<file path="src/flow_port_defines.svh">
`ifndef FLOW_PORT_DEFINES_SVH
`define FLOW_PORT_DEFINES_SVH

// ----------------------------------------
// register byte offsets
// ----------------------------------------
`define OFS_CTRL 8'h00
`define OFS_ACC 8'h04
`define OFS_PTR 8'h08
`define OFS_STAT 8'h0C
`define OFS_PORT 8'h10

// ----------------------------------------
// field positions
// ----------------------------------------
`define CTRL_RUN 0
`define STAT_SM 11
`define STAT_IRQ_ENABLE_FLAG 12
`define STAT_SAVE 13
`define STAT_BUSY 14

// ----------------------------------------
// reset values
// ----------------------------------------
`define RST_RUN 1'b0
`define RST_PC 11'h000
`define RST_IRQ_VEC 11'h000

// ----------------------------------------
// opcodes (9-bit words)
// ----------------------------------------
`define OP_LONG_HI 5'h03
`define OP_CALL_HI 2'h2
`define OP_JUMP_HI 2'h3
`define OP_RT 9'h01F
`define OP_RTS 9'h01E
`define OP_RTI 9'h01D
`define OP_EI 9'h00B
`define OP_DI 9'h00A
`define OP_SET_D 9'h00F
`define OP_RST_D 9'h00E
`define OP_OUT_PAIR 9'h0B3
`define OP_OUT_SEG 9'h0B2
`define OP_OUT_STG 9'h0F2
`define OP_SHIFT 9'h008
`define OP_IN_S 9'h0F8
`define OP_IN_K 9'h0B8
`define OP_SENSE0 9'h001
`define OP_SENSE1 9'h004
`define OP_CLR_OUT 9'h007

// ----------------------------------------
// timing, in machine cycles and clocks
// ----------------------------------------
`define CYC_CALL 2'h2
`define CYC_RET 2'h2
`define CYC_LONG 2'h3
`define CYC_DIV_DEF 8'h04

`endif

</file>
<file path="src/flow_port_pkg.sv">
// ----------------------------------------
// shared types
// ----------------------------------------
package flow_port_pkg;

    // sequencer phases
    typedef enum logic [1:0] {ST_EXEC, ST_WAIT, ST_WORD2} seq_state_t;

    // program counter: page and in-page address
    typedef struct packed {
        logic [3:0] page_field;
        logic [6:0] in_page_address;
    } prog_counter_t;

    // ram pointer: z, x, y concatenated
    typedef struct packed {
        logic z;
        logic [1:0] x;
        logic [3:0] y;
    } ram_pointer_t;

    // accumulator group
    typedef struct packed {
        logic carry_flag;
        logic [3:0] b;
        logic [3:0] a;
    } acc_regs_t;

    // output port latches
    typedef struct packed {
        logic p;
        logic [7:0] s;
        logic [15:0] d;
    } out_ports_t;

endpackage

</file>
<file path="src/flow_port_core.sv">
`timescale 1ns/1ps
`default_nettype none
`include "flow_port_defines.svh"

module flow_port_core #(
    parameter logic [7:0] CYC_DIV = `CYC_DIV_DEF,
    parameter logic [10:0] IRQ_VEC = `RST_IRQ_VEC
) (
    input wire logic core_clk,
    input wire logic reset_n,
    input wire logic hsel,
    input wire logic [31:0] haddr,
    input wire logic [1:0] htrans,
    input wire logic hwrite,
    input wire logic [2:0] hsize,
    input wire logic [31:0] hwdata,
    input wire logic hready,
    output logic hreadyout,
    output logic [31:0] hrdata,
    output logic hresp,
    output flow_port_pkg::prog_counter_t rom_addr,
    input wire logic [8:0] rom_data,
    output logic [15:0] d_port,
    output logic [7:0] s_port_out,
    output logic [7:0] s_port_oe_n,
    input wire logic [3:0] s_port_in,
    output logic p_port,
    input wire logic [3:0] k_port,
    input wire logic [1:0] t_port,
    input wire logic irq_in
);
    import flow_port_pkg::*;

    // ----------------------------------------
    // helper functions
    // ----------------------------------------
    // next sequential address, wraps inside the page
    function automatic prog_counter_t pc_next(input prog_counter_t pc);
        pc_next = {pc.page_field, pc.in_page_address + 7'h01};
    endfunction

    // 8-segment pattern, bit 7 is the decimal point (kept dark)
    function automatic logic [7:0] seg_decode(input logic [3:0] v);
        unique case (v)
            4'h0: seg_decode = 8'h3F;
            4'h1: seg_decode = 8'h06;
            4'h2: seg_decode = 8'h5B;
            4'h3: seg_decode = 8'h4F;
            4'h4: seg_decode = 8'h66;
            4'h5: seg_decode = 8'h6D;
            4'h6: seg_decode = 8'h7D;
            4'h7: seg_decode = 8'h07;
            4'h8: seg_decode = 8'h7F;
            4'h9: seg_decode = 8'h6F;
            4'hA: seg_decode = 8'h77;
            4'hB: seg_decode = 8'h7C;
            4'hC: seg_decode = 8'h39;
            4'hD: seg_decode = 8'h5E;
            4'hE: seg_decode = 8'h79;
            4'hF: seg_decode = 8'h71;
        endcase
    endfunction

    // ----------------------------------------
    // state
    // ----------------------------------------
    logic run_r; // software run switch
    logic [7:0] div_r; // machine cycle divider
    seq_state_t state_r; // sequencer phase
    logic [1:0] wait_r; // extra machine cycles left
    prog_counter_t pc_r; // program counter
    prog_counter_t stack_entry_first_r; // top of stack
    prog_counter_t stack_entry_second_r; // second stack level
    logic sub_mode_flag_r; // subroutine mode
    logic sub_mode_save_r; // mode held at interrupt entry
    logic irq_enable_flag_r; // interrupt enable
    logic irq_pend_r; // latched interrupt request
    logic irq_prev_r; // edge detect history
    logic skip_r; // next word is skipped
    logic skip2_r; // second word of a skipped long op
    logic call2_r; // second word belongs to a call
    logic [3:0] long_page_r; // page from first long word
    acc_regs_t acc_r; // accumulator, B, carry
    ram_pointer_t ram_pointer_r; // data pointer
    logic [7:0] stage_r; // output staging register
    logic c_r; // one-bit output carry register
    out_ports_t out_r; // port latches
    logic [10:0] pin_meta_r; // first sync stage, read only by next
    logic [10:0] pin_sync_r; // second sync stage
    logic wr_pend_r; // bus write in data phase
    logic [7:0] wr_addr_r; // address of that write

    // ----------------------------------------
    // synchronised pins
    // ----------------------------------------
    wire [3:0] s_low_in = pin_sync_r[3:0];
    wire [3:0] k_in = pin_sync_r[7:4];
    wire [1:0] t_in = pin_sync_r[9:8];
    wire irq_lvl = pin_sync_r[10];

    // two flops on every asynchronous input
    always_ff @(posedge core_clk or negedge reset_n)
    begin
        if (!reset_n)
        begin
            pin_meta_r <= 11'h000;
            pin_sync_r <= 11'h000;
        end
        else
        begin
            pin_meta_r <= {irq_in, t_port, k_port, s_port_in};
            pin_sync_r <= pin_meta_r;
        end
    end

    // ----------------------------------------
    // machine cycle enable
    // ----------------------------------------
    wire tick = (div_r == 8'h00);

    // free-running divider, one pulse per machine cycle
    always_ff @(posedge core_clk or negedge reset_n)
    begin
        if (!reset_n)
            div_r <= 8'h00;
        else if (tick)
            div_r <= CYC_DIV - 8'h01;
        else
            div_r <= div_r - 8'h01;
    end

    // ----------------------------------------
    // register bus slave
    // ----------------------------------------
    wire bus_req = hsel & htrans[1] & hready;
    wire wr_ctrl = wr_pend_r && (wr_addr_r == `OFS_CTRL);
    wire wr_acc = wr_pend_r && (wr_addr_r == `OFS_ACC);
    wire wr_ptr = wr_pend_r && (wr_addr_r == `OFS_PTR);
    wire [7:0] rd_addr = haddr[7:0];
    wire [31:0] stat_word = {17'h00000, state_r != ST_EXEC, sub_mode_save_r, irq_enable_flag_r,
                             sub_mode_flag_r, pc_r};
    // unmapped offsets read zero, writes to them are dropped
    wire [31:0] rd_mux = (rd_addr == `OFS_CTRL) ? {31'h00000000, run_r} :
                         (rd_addr == `OFS_ACC) ? {23'h000000, acc_r} :
                         (rd_addr == `OFS_PTR) ? {25'h0000000, ram_pointer_r} :
                         (rd_addr == `OFS_STAT) ? stat_word :
                         (rd_addr == `OFS_PORT) ? {7'h00, out_r} : 32'h00000000;

    assign hreadyout = 1'b1; // zero wait states
    assign hresp = 1'b0; // always okay

    // address phase capture; read data launched for the data phase
    always_ff @(posedge core_clk or negedge reset_n)
    begin
        if (!reset_n)
        begin
            wr_pend_r <= 1'b0;
            wr_addr_r <= 8'h00;
            hrdata <= 32'h00000000;
        end
        else
        begin
            wr_pend_r <= bus_req & hwrite;
            wr_addr_r <= rd_addr;
            if (bus_req & !hwrite)
                hrdata <= rd_mux;
        end
    end

    // run switch; stopping freezes the sequencer between cycles
    always_ff @(posedge core_clk or negedge reset_n)
    begin
        if (!reset_n)
            run_r <= `RST_RUN;
        else if (wr_ctrl)
            run_r <= hwdata[`CTRL_RUN];
    end

    // ----------------------------------------
    // instruction decode
    // ----------------------------------------
    wire step = tick & run_r;
    wire is_call = (rom_data[8:7] == `OP_CALL_HI);
    wire is_jump = (rom_data[8:7] == `OP_JUMP_HI);
    wire is_long = (rom_data[8:4] == `OP_LONG_HI);
    wire is_ret = (rom_data == `OP_RT) | (rom_data == `OP_RTS);
    wire is_rti = (rom_data == `OP_RTI);
    wire sense_low = ((rom_data == `OP_SENSE0) & !t_in[0]) | ((rom_data == `OP_SENSE1) & !t_in[1]);
    wire port_sel = ram_pointer_r.z;
    wire [7:0] pair_val = {acc_r.b, acc_r.a};
    wire [7:0] seg_val = seg_decode(acc_r.a);
    wire irq_take = irq_pend_r & irq_enable_flag_r;
    prog_counter_t pc_inc;
    prog_counter_t call_tgt;
    assign pc_inc = pc_next(pc_r);
    assign call_tgt = {4'h0, rom_data[6:0]};

    // interrupt request latch, a new edge wins over acceptance
    always_ff @(posedge core_clk or negedge reset_n)
    begin
        if (!reset_n)
        begin
            irq_prev_r <= 1'b0;
            irq_pend_r <= 1'b0;
        end
        else
        begin
            irq_prev_r <= irq_lvl;
            if (irq_lvl & !irq_prev_r)
                irq_pend_r <= 1'b1;
            else if (step && state_r == ST_EXEC && !skip_r && irq_take)
                irq_pend_r <= 1'b0;
        end
    end

    // ----------------------------------------
    // sequencer and execution
    // ----------------------------------------
    always_ff @(posedge core_clk or negedge reset_n)
    begin
        if (!reset_n)
        begin
            state_r <= ST_EXEC;
            wait_r <= 2'h0;
            pc_r <= `RST_PC;
            stack_entry_first_r <= `RST_PC;
            stack_entry_second_r <= `RST_PC;
            sub_mode_flag_r <= 1'b0;
            sub_mode_save_r <= 1'b0;
            irq_enable_flag_r <= 1'b0;
            skip_r <= 1'b0;
            skip2_r <= 1'b0;
            call2_r <= 1'b0;
            long_page_r <= 4'h0;
            acc_r <= '0;
            ram_pointer_r <= '0;
            stage_r <= 8'h00;
            c_r <= 1'b0;
            out_r <= '0;
        end
        else
        begin
            // software loads of core registers; an instruction in the same cycle wins
            if (wr_acc)
                acc_r <= hwdata[8:0];
            if (wr_ptr)
                ram_pointer_r <= hwdata[6:0];
            if (step)
            begin
                unique case (state_r)
                    ST_EXEC:
                    begin
                        if (skip_r)
                        begin
                            // fetched and counted, but no effect
                            skip_r <= 1'b0;
                            pc_r <= pc_inc;
                            if (is_long)
                            begin
                                skip2_r <= 1'b1;
                                state_r <= ST_WORD2;
                            end
                        end
                        else if (irq_take)
                        begin
                            // vector in place of the word at pc, which runs after return
                            stack_entry_second_r <= stack_entry_first_r;
                            stack_entry_first_r <= pc_r;
                            sub_mode_save_r <= sub_mode_flag_r;
                            sub_mode_flag_r <= 1'b0;
                            irq_enable_flag_r <= 1'b0;
                            pc_r <= IRQ_VEC;
                            wait_r <= 2'(`CYC_CALL - 2'h1);
                            state_r <= ST_WAIT;
                        end
                        else if (is_call)
                        begin
                            if (!sub_mode_flag_r)
                            begin
                                stack_entry_second_r <= stack_entry_first_r;
                                stack_entry_first_r <= pc_inc;
                                sub_mode_flag_r <= 1'b1;
                            end
                            pc_r <= call_tgt;
                            wait_r <= 2'(`CYC_CALL - 2'h1);
                            state_r <= ST_WAIT;
                        end
                        else if (is_jump)
                        begin
                            // in-page jump, or page 1 while in subroutine mode
                            pc_r <= {sub_mode_flag_r ? 4'h1 : pc_r.page_field, rom_data[6:0]};
                            wait_r <= 2'(`CYC_CALL - 2'h1);
                            state_r <= ST_WAIT;
                        end
                        else if (is_long)
                        begin
                            long_page_r <= rom_data[3:0];
                            pc_r <= pc_inc;
                            state_r <= ST_WORD2;
                        end
                        else if (is_ret | is_rti)
                        begin
                            pc_r <= stack_entry_first_r;
                            stack_entry_first_r <= stack_entry_second_r;
                            sub_mode_flag_r <= is_rti ? sub_mode_save_r : 1'b0;
                            skip_r <= (rom_data == `OP_RTS);
                            wait_r <= 2'(`CYC_RET - 2'h1);
                            // interrupt return is a single cycle
                            state_r <= is_rti ? ST_EXEC : ST_WAIT;
                        end
                        else
                        begin
                            pc_r <= pc_inc;
                            if (rom_data == `OP_EI)
                                irq_enable_flag_r <= 1'b1;
                            if (rom_data == `OP_DI)
                                irq_enable_flag_r <= 1'b0;
                            if ((rom_data == `OP_SET_D) && port_sel)
                                out_r.d[ram_pointer_r.y] <= 1'b1;
                            if ((rom_data == `OP_RST_D) && port_sel)
                                out_r.d[ram_pointer_r.y] <= 1'b0;
                            if (rom_data == `OP_OUT_PAIR)
                            begin
                                stage_r <= pair_val;
                                out_r.s <= pair_val;
                                c_r <= acc_r.carry_flag;
                                out_r.p <= acc_r.carry_flag;
                            end
                            if (rom_data == `OP_OUT_SEG)
                            begin
                                stage_r <= seg_val;
                                out_r.s <= seg_val;
                                c_r <= acc_r.carry_flag;
                                out_r.p <= acc_r.carry_flag;
                            end
                            if (rom_data == `OP_OUT_STG)
                            begin
                                out_r.s <= stage_r;
                                out_r.p <= c_r;
                            end
                            if (rom_data == `OP_SHIFT)
                            begin
                                // top bit falls off
                                stage_r <= {stage_r[6:0], c_r};
                                c_r <= acc_r.carry_flag;
                            end
                            if (rom_data == `OP_IN_S)
                                acc_r.a <= s_low_in;
                            if (rom_data == `OP_IN_K)
                                acc_r.a <= k_in;
                            if (sense_low)
                                skip_r <= 1'b1;
                            if (rom_data == `OP_CLR_OUT)
                                out_r <= '0;
                        end
                    end
                    ST_WORD2:
                    begin
                        if (skip2_r)
                        begin
                            skip2_r <= 1'b0;
                            pc_r <= pc_inc;
                            state_r <= ST_EXEC;
                        end
                        else
                        begin
                            // bit 7 of the second word picks jump over call
                            if (!rom_data[7])
                            begin
                                stack_entry_second_r <= stack_entry_first_r;
                                stack_entry_first_r <= pc_inc;
                            end
                            call2_r <= !rom_data[7];
                            pc_r <= {long_page_r, rom_data[6:0]};
                            sub_mode_flag_r <= 1'b0;
                            wait_r <= 2'(`CYC_LONG - 2'h2);
                            state_r <= ST_WAIT;
                        end
                    end
                    ST_WAIT:
                    begin
                        // idle machine cycles of multi-cycle words
                        if (wait_r <= 2'h1)
                            state_r <= ST_EXEC;
                        wait_r <= wait_r - 2'h1;
                    end
                endcase
            end
        end
    end

    // ----------------------------------------
    // outputs
    // ----------------------------------------
    assign rom_addr = pc_r;
    assign d_port = out_r.d;
    assign s_port_out = out_r.s;
    // a low latch bit releases the pin so the low nibble can be read
    assign s_port_oe_n = ~out_r.s;
    assign p_port = out_r.p;

endmodule // flow_port_core
`default_nettype wire

</file>
<file path="config.mk">
export PLATFORM = sky130hd
export DESIGN_NAME = flow_port_core
export DESIGN_NICKNAME = d
export VERILOG_FILES = /design/src/flow_port_pkg.sv /design/src/flow_port_core.sv
export VERILOG_INCLUDE_DIRS = /design/src
export SDC_FILE = /design/constraint.sdc
export NUM_CORES = 1
export LEC_CHECK = 0
export BUFFER_PORTS_ARGS = -buffer_cell sky130_fd_sc_hd__buf_2
export CORE_UTILIZATION = 55
export CTS_BUF_LIST = sky130_fd_sc_hd__clkbuf_2
export DETAILED_ROUTE_END_ITERATION = 16
export PLACE_DENSITY_LB_ADDON = 0.1
export SYNTH_ARGS = -nofsm -noshare
export SYNTH_HDL_FRONTEND = slang
export SYNTH_SLANG_ARGS = --single-unit
export TNS_END_PERCENT = 50
</file>
<file path="constraint.sdc">
create_clock -name core_clk -period 3.2 [get_ports core_clk]
set_input_delay 0.48 -clock core_clk [delete_from_list [all_inputs] [get_ports core_clk]]
set_output_delay 0.48 -clock core_clk [all_outputs]
set_load 0.02 [all_outputs]
</file>
==> run_results.csv, run 1 <==
group,metric,value,unit
die,die_h,128,um
setup_path,cpMaxStageDelayCell,"or4b_4",
global_route,grt_overflow,0,
cts,numCtsBuffers,17,
placed_design,place_congestion,0.931,
timing,fmax,0.373,GHz
hold_path,min_from,"rom_data[6]",
power_and_ir_drop,pwr-share-seq,53.7,%
timing,fin_skew,0.0322,ns
logic_synthesis,synth-async-reset-ratio,100,%
cells_and_area,layout_commonest_cell,"dfrtp_1",
power_and_ir_drop,clock_power_share,23.7,%
hold_path,holdPathEnd,"skip_r",
power_and_ir_drop,design_power_total,0.00468,W
power_and_ir_drop,combPwrFrac,22.5,%
setup_path,critPathKind,"reg -> reg",
setup_path,ff2ff_setup_slack,0.52,ns
timing,setup_viol,0,
logic_synthesis,yosysSeqAreaShare,47.0,%
setup_path,end_kind,"flip-flop",
setup_path,worstPathRequired,3.86,ns
run_status,outcome,"complete, no violations",
placed_design,dpl.hpwl,16.1,mm
cts,clkSinkCount,163,
detailed_routing,vias,7284,
cells_and_area,area_delta_synth_final,14.6,%
power_and_ir_drop,leakagePower,4.57,nW
global_route,antenna_found_initial,1,
global_route,grt_use_total,28.6,%
cts,cts_tree,"built",
logic_synthesis,synth-simple-area-share,16.9,%
power_and_ir_drop,peakVddDrop,320,uV
logic_synthesis,synth_top_family_by_area,"compound AO/OA/AOI/OAI gates",
global_route,grt_pass1_wl,35.7,mm
detailed_routing,drt_first_pass_iters,8,
setup_path,critical_path_arrival,3.34,ns
placed_design,portBuffers,111,
cts,clk_latency,0.74,ns
logic_synthesis,synthMuxAreaShare,10.5,%
global_route,grt_pass1_vias,6780,
logic_synthesis,synthAdderAreaFrac,1.59,%
power_and_ir_drop,internal_power,0.00308,W
cts,cts_setup_buffers,0,
die,rows,45,
detailed_routing,via_per_inst,5.93,
power_and_ir_drop,power_density,471,nW/um^2
cts,clockBufferDepth,2,
detailed_routing,antenna_left,0,
die,die_w,128,um
logic_synthesis,synth_cell_types,78,
detailed_routing,first_iter_violations,866,
die,die-area,16300,sq um
power_and_ir_drop,switchingPower,0.00160,W
detailed_routing,drt-total-wl,22.7,mm
detailed_routing,drcViolationCount,0,
setup_path,r2r_cells,6,
setup_path,worst_path_largest_cell_delay,0.51,ns
logic_synthesis,synth_edf_count,0,
setup_path,r2r_end,"rom_addr[8]",
power_and_ir_drop,p_sw_share,34.1,%
logic_synthesis,ys_ff_latch,163,
logic_synthesis,synth_flop_cell,"dfrtp_1",
die,io_pins,172,
timing,hold_slack,0.119,ns
timing,slew_violations,0,
logic_synthesis,synthesis.area,8670,sq um
cells_and_area,final_cell_mix,"dfrtp_1, buf_2, nand2_1",
cts,path_clk_slew,0.23,ns
logic_synthesis,yosys_warnings,0,
detailed_routing,drt-wirelength-per-cell,18.5,um
logic_synthesis,synth_compound_area_share,18.1,%
cells_and_area,drive_gt1_share,23.8,%
timing,worstMarginPinSlew,0.836,ns
logic_synthesis,synthCells,881,
job,drv_cap,0,
global_route,grt_max_degree,75,
cells_and_area,fill_cells,1293,
die,core,15300,sq um
logic_synthesis,syn_area_per_cell,9.84,sq um
setup_path,crit_chain,"inv_1, ha_1, or4b_4, or3_4, a2111oi_4, mux2_2",
setup_path,cp_max_fo,12,
timing,hold_viol,0,
setup_path,start_kind,"flip-flop",
cts,cts.htree.levels,4,
timing,tns,0,ns
die,start_util,56.6,%
timing,rsz0062_at_grt,"no",
timing,max-slew-margin-rel,44.2,%
cts,cts_root_buf,"clkbuf_2",
hold_path,hold_depth,4,
cells_and_area,nets,1109,
timing,fin_crit_sh,83.7,%
setup_path,r2r_start,"div_r[0]",
logic_synthesis,synth_xor_area_share,0.707,%
hold_path,hold_class,"in -> reg",
timing,fin_crit,2.68,ns
==> critical path, delay by kind of cell (launching register included) <==
family,cells,cell delay [ns]
and+or+nand+nor,2,0.99
DFF,1,0.45
adders and majority gates,1,0.19
buffers and inverters,1,0.09
muxes,1,0.39
AOI/OAI and AO/OA,1,0.51
==> area by class of cell <==
type,count,area (sq um),area share [%]
multi-input combinational,625,4190,42.1
sequential,163,4080,41.0
timing repair buffer,164,1050,10.6
tap,211,264,2.66
clock inverter,11,131,1.32
inverter,33,124,1.25
clock buffer,20,100,1.01
antenna,1,2.50,0.0252
==> synth_stat cells, types with 8 or more instances <==
cell type / n / area (sq um)
nand3_1: 15 / 75.1
nand2b_1: 14 / 87.6
buf_4: 9 / 67.6
nand2_1: 97 / 364
clkbuf_1: 41 / 154
a31oi_1: 22 / 138
a21oi_1: 48 / 240
nor2_1: 51 / 191
and3_1: 8 / 50.1
or3_1: 8 / 50.1
inv_1: 33 / 124
o21ai_0: 84 / 420
a22oi_1: 9 / 67.6
buf_2: 10 / 50.1
mux2_2: 39 / 439
mux2i_1: 21 / 210
nor3_1: 23 / 115
mux2_4: 15 / 225
dfrtp_1: 163 / 4080
ha_1: 11 / 138
==> power groups by stage <==
stage	Clock [W]	Sequential [W]	Combinational (W)
3_5_place_dp	0	0.00254	0.00102
5_1_grt	0.00122	0.00253	0.00117
6_report	0.00111	0.00251	0.00105
4_1_cts	0.00113	0.00251	0.00105
3_3_place_gp	0	0.00254	0.00100
2_1_floorplan	0	0.00247	0.000724
==> repair_timing <==
action | CTS | global route
hold endpoints to repair | 104 | 0
resized for setup | 0 | 0
hold buffers | 31 | 0
==> state kept, by name (all words and copies together), names as in the netlist, 9 cells and up <==
name / count
pin_sync_r: 11
acc_r: 9
pin_meta_r: 11
rom_addr: 11
stack_entry_second_r: 11
d_port: 16
stack_entry_first_r: 11
hrdata: 25
==> cell families after synthesis <==
kind of cell             after synthesis
XOR/XNOR                               7
adder cells (fa/ha/maj)               11
multiplexers                          78
AO/OA/AOI/OAI                        239
AND/OR/NAND/NOR                      281
flip-flops                           163
buffers and inverters                100
other                                  2
==> stage by stage <==
| stage | area [sq um] | cells | utilization, % | setup WS [ns] |
|---|---|---|---|---|
| after floorplan | 8700 | 888 | - | 0.741 |
| after global placement | 9390 | 1165 | 61.3 | 0.495 |
| after detailed placement | 9390 | 1165 | 61.3 | 0.496 |
| after CTS | 9940 | 1227 | 64.9 | 0.519 |
| after global routing | 9940 | 1228 | 64.9 | 0.376 |
| final | 9940 | 1228 | 64.9 | 0.521 |
==> worst max-delay path by stage <==
stage,from,endpoint,slack (ns)
floorplan,rom_data[0],stage_r[0],0.74
global placement,rom_data[8],rom_addr[10],0.50
detailed placement,rom_data[8],rom_addr[8],0.50
CTS,div_r[0],rom_addr[8],0.52
global route,state_r[0],stack_entry_first_r[5],0.38
finish,div_r[0],rom_addr[8],0.52
==> routing by layer <==
| layer | share of wire [%] | vias to the layer above | GRT usage (%) |
|---|---|---|---|
| li1 | - | 3442 | - |
| met1 | 46 | 3496 | 40.9 |
| met2 | 45 | 316 | 44.4 |
| met3 | 7.2 | 30 | 5.57 |
| met4 | 1.8 | 0 | 8.58 |
| met5 | 0 | - | 0 |
No activity file was read; power rests on OpenSTA's default activity.
==> inputs of run 2 (changes only) <==
--- a/config.mk
+++ b/config.mk
@@ -6,8 +6,9 @@
 export SDC_FILE = /design/constraint.sdc
 export NUM_CORES = 1
 export LEC_CHECK = 0
+export ABC_AREA = 1
 export BUFFER_PORTS_ARGS = -buffer_cell sky130_fd_sc_hd__buf_2
-export CORE_UTILIZATION = 55
+export CORE_UTILIZATION = 52
 export CTS_BUF_LIST = sky130_fd_sc_hd__clkbuf_2
 export DETAILED_ROUTE_END_ITERATION = 16
 export PLACE_DENSITY_LB_ADDON = 0.1
==> constraint.sdc (replaced) <==
create_clock -name core_clk -period 2.25 [get_ports core_clk]
set_input_delay 0.3375 -clock core_clk [delete_from_list [all_inputs] [get_ports core_clk]]
set_output_delay 0.3375 -clock core_clk [all_outputs]
set_load 0.02 [all_outputs]
==> run_results.csv, run 2 <==
group,metric,value,unit
cts,numCtsBuffers,17,
setup_path,r2r_end,"stage_r[1]",
timing,fin_ws,0.175,ns
cts,cts_root_buf,"clkbuf_2",
timing,worstMarginPinSlew,1.12,ns
power_and_ir_drop,leakagePower,5.47,nW
logic_synthesis,synth-async-reset-ratio,100,%
global_route,grt_use_total,30.7,%
detailed_routing,antenna_left,0,
global_route,grt_pass1_vias,8137,
cells_and_area,final_cells,1624,
setup_path,cp-startpoint,"div_r[0]",
detailed_routing,drt-total-wl,25.8,mm
setup_path,ff2ff_setup_slack,0.17,ns
logic_synthesis,synthTopCellsByArea,"dfrtp_1, nand2_1, inv_1",
cells_and_area,regMostFlops,"hrdata",
cts,cts.htree.levels,4,
timing,fin_skew,0.0300,ns
global_route,grt_max_degree,76,
logic_synthesis,yosys_warnings,0,
timing,slew_violations,0,
timing,fin_crit_sh,92.2,%
logic_synthesis,yosysMostFrequentCell,"nand2_1",
setup_path,cp_max_fo,7,
detailed_routing,via_per_inst,5.38,
die,die_h,133,um
timing,max-slew-margin-rel,24.8,%
cts,clkSinkCount,163,
logic_synthesis,yosysSeqAreaShare,45.8,%
timing,tns,0,ns
timing,rsz0062_at_grt,"no",
run_status,outcome,"complete, no violations",
global_route,antenna_found_initial,1,
setup_path,worstPathRequired,2.94,ns
cells_and_area,drive_gt1_share,17.1,%
cts,cts_setup_buffers,0,
logic_synthesis,synthCells,1206,
logic_synthesis,synth_flop_cell,"dfrtp_1",
timing,fmax,0.482,GHz
timing,hold_slack,0.0634,ns
placed_design,place_inst,1552,
placed_design,place_ws,0.234,ns
die,core,16600,sq um
logic_synthesis,syn_area_per_cell,7.39,sq um
logic_synthesis,ys_ff_latch,163,
cts,cts_tree,"built",
die,die_w,133,um
logic_synthesis,yosys.area.top_type,"dfrtp_1",
setup_path,r2r_cells,11,
placed_design,place_congestion,0.955,
logic_synthesis,yosys-top-cells-count,"nand2_1, dfrtp_1, inv_1",
detailed_routing,vias,8742,
global_route,grt_overflow,0,
global_route,grt_pass1_wl,42.0,mm
job,drv_cap,0,
logic_synthesis,synth_top_area_share,45.8,%
power_and_ir_drop,peakVddDrop,529,uV
setup_path,critical_path_arrival,2.77,ns
logic_synthesis,synthesis.area,8910,sq um
timing,hold_viol,0,
detailed_routing,first_iter_violations,800,
die,start_util,53.6,%
timing,fin_crit,2.08,ns
hold_path,hold_class,"in -> reg",
die,die-area,17700,sq um
cells_and_area,final_cell_mix,"nand2_1, dfrtp_1, inv_1",
setup_path,end_kind,"flip-flop",
power_and_ir_drop,power_density,711,nW/um^2
cts,clockBufferDepth,2,
cells_and_area,area_delta_synth_final,19.1,%
setup_path,r2r_start,"div_r[0]",
setup_path,critPathKind,"reg -> reg",
die,rows,47,
cts,clk_latency,0.78,ns
setup_path,setup.worst_path.end,"stage_r[1]",
die,io_pins,172,
hold_path,hold_depth,7,
setup_path,start_kind,"flip-flop",
cells_and_area,layout_commonest_cell,"nand2_1",
logic_synthesis,synth_edf_count,0,
placed_design,dpl.hpwl,19.1,mm
cells_and_area,nets,1494,
detailed_routing,drcViolationCount,0,
cells_and_area,largest_reg_flops,25,
placed_design,portBuffers,111,
timing,setup_viol,0,
detailed_routing,drt_first_pass_iters,5,
logic_synthesis,synth_cell_types,45,
cts,path_clk_slew,0.25,ns
detailed_routing,drt-wirelength-per-cell,15.9,um
## run 2: cell types whose count changed after synthesis, sizes merged, moves of 19 or more
| cell | delta |
|---|---|
| nand2 | +294 |
| inv | +120 |
| nand3 | +76 |
| mux2 | -57 |
| o21ai | +42 |
| nor2 | +39 |
| clkbuf | -29 |
| a31oi | -20 |
| mux2i | -19 |
## run 2: power by group
part	switching, W	total, W	internal (W)	leakage, nW
logic	0.00143	0.00221	0.000778	3.24
registers	0.000304	0.00353	0.00323	2.07
clock network	0.00115	0.00181	0.000660	0.164
total	0.00288	0.00755	0.00466	5.47
## run 2: metrics by stage
step	power [W]	utilization, %	cell area (sq um)
after floorplan	0.00491	-	8940
after global placement	0.00567	59.7	9940
after global routing	0.00798	63.8	10600
after CTS	0.00759	63.8	10600
after detailed placement	0.00571	59.7	9940
final	0.00755	63.8	10600
## run 2: worst min path at each step
stage	start	to	slack, ns
floorplan	reset_n	acc_r[0]	0.04
global placement	reset_n	div_r[5]	0.27
detailed placement	reset_n	div_r[5]	0.28
CTS	rom_data[4]	rom_addr[4]	0.006
global route	reset_n	div_r[5]	0.05
finish	rom_data[4]	rom_addr[4]	0.06
## run 2: logic make-up after synthesis
group | count (synthesis) | share of synthesized area (%)
multiplexers | 2 | 0.225
XOR/XNOR | 2 | 0.197
flip-flops | 163 | 45.8
AND/OR/NAND/NOR | 618 | 30.0
AO/OA/AOI/OAI | 213 | 13.3
other | 2 | 0.0842
adder cells (fa/ha/maj) | 11 | 1.54
buffers and inverters | 195 | 8.91
## run 2: area by class of cell
| class | count | area, sq um |
|---|---|---|
| fill | 1551 | 6030 |
| sequential | 163 | 4080 |
| multi-input combinational | 855 | 4070 |
| timing repair buffer | 194 | 1320 |
| inverter | 158 | 593 |
| tap | 220 | 275 |
| clock inverter | 15 | 195 |
| clock buffer | 17 | 85.1 |
| antenna | 2 | 5.00 |
## run 2: metal layers
| layer | global-route usage, % | routed length, um | up-vias |
|---|---|---|---|
| met5 | 0 | 0 | - |
| met4 | 10.9 | 671 | 0 |
| met3 | 4.71 | 1820 | 50 |
| met2 | 47.4 | 11600 | 372 |
| met1 | 43.9 | 11700 | 4092 |
| li1 | - | - | 4228 |
## run 2: worst max-delay path: stages (launching register included)
cell	delay [ns]
dfrtp_1	0.44
inv_1	0.12
ha_1	0.16
nand2_1	0.09
nor2_4	0.18
nand2_4	0.13
nor2_4	0.16
nand2_2	0.12
nor3_4	0.25
nand2_1	0.20
nand2_1	0.09
nand2_1	0.05
## run 2: timing repair
action / CTS / global route
resized for setup: 0 / 0
hold buffers: 38 / 0
hold endpoints to repair: 214 / 0
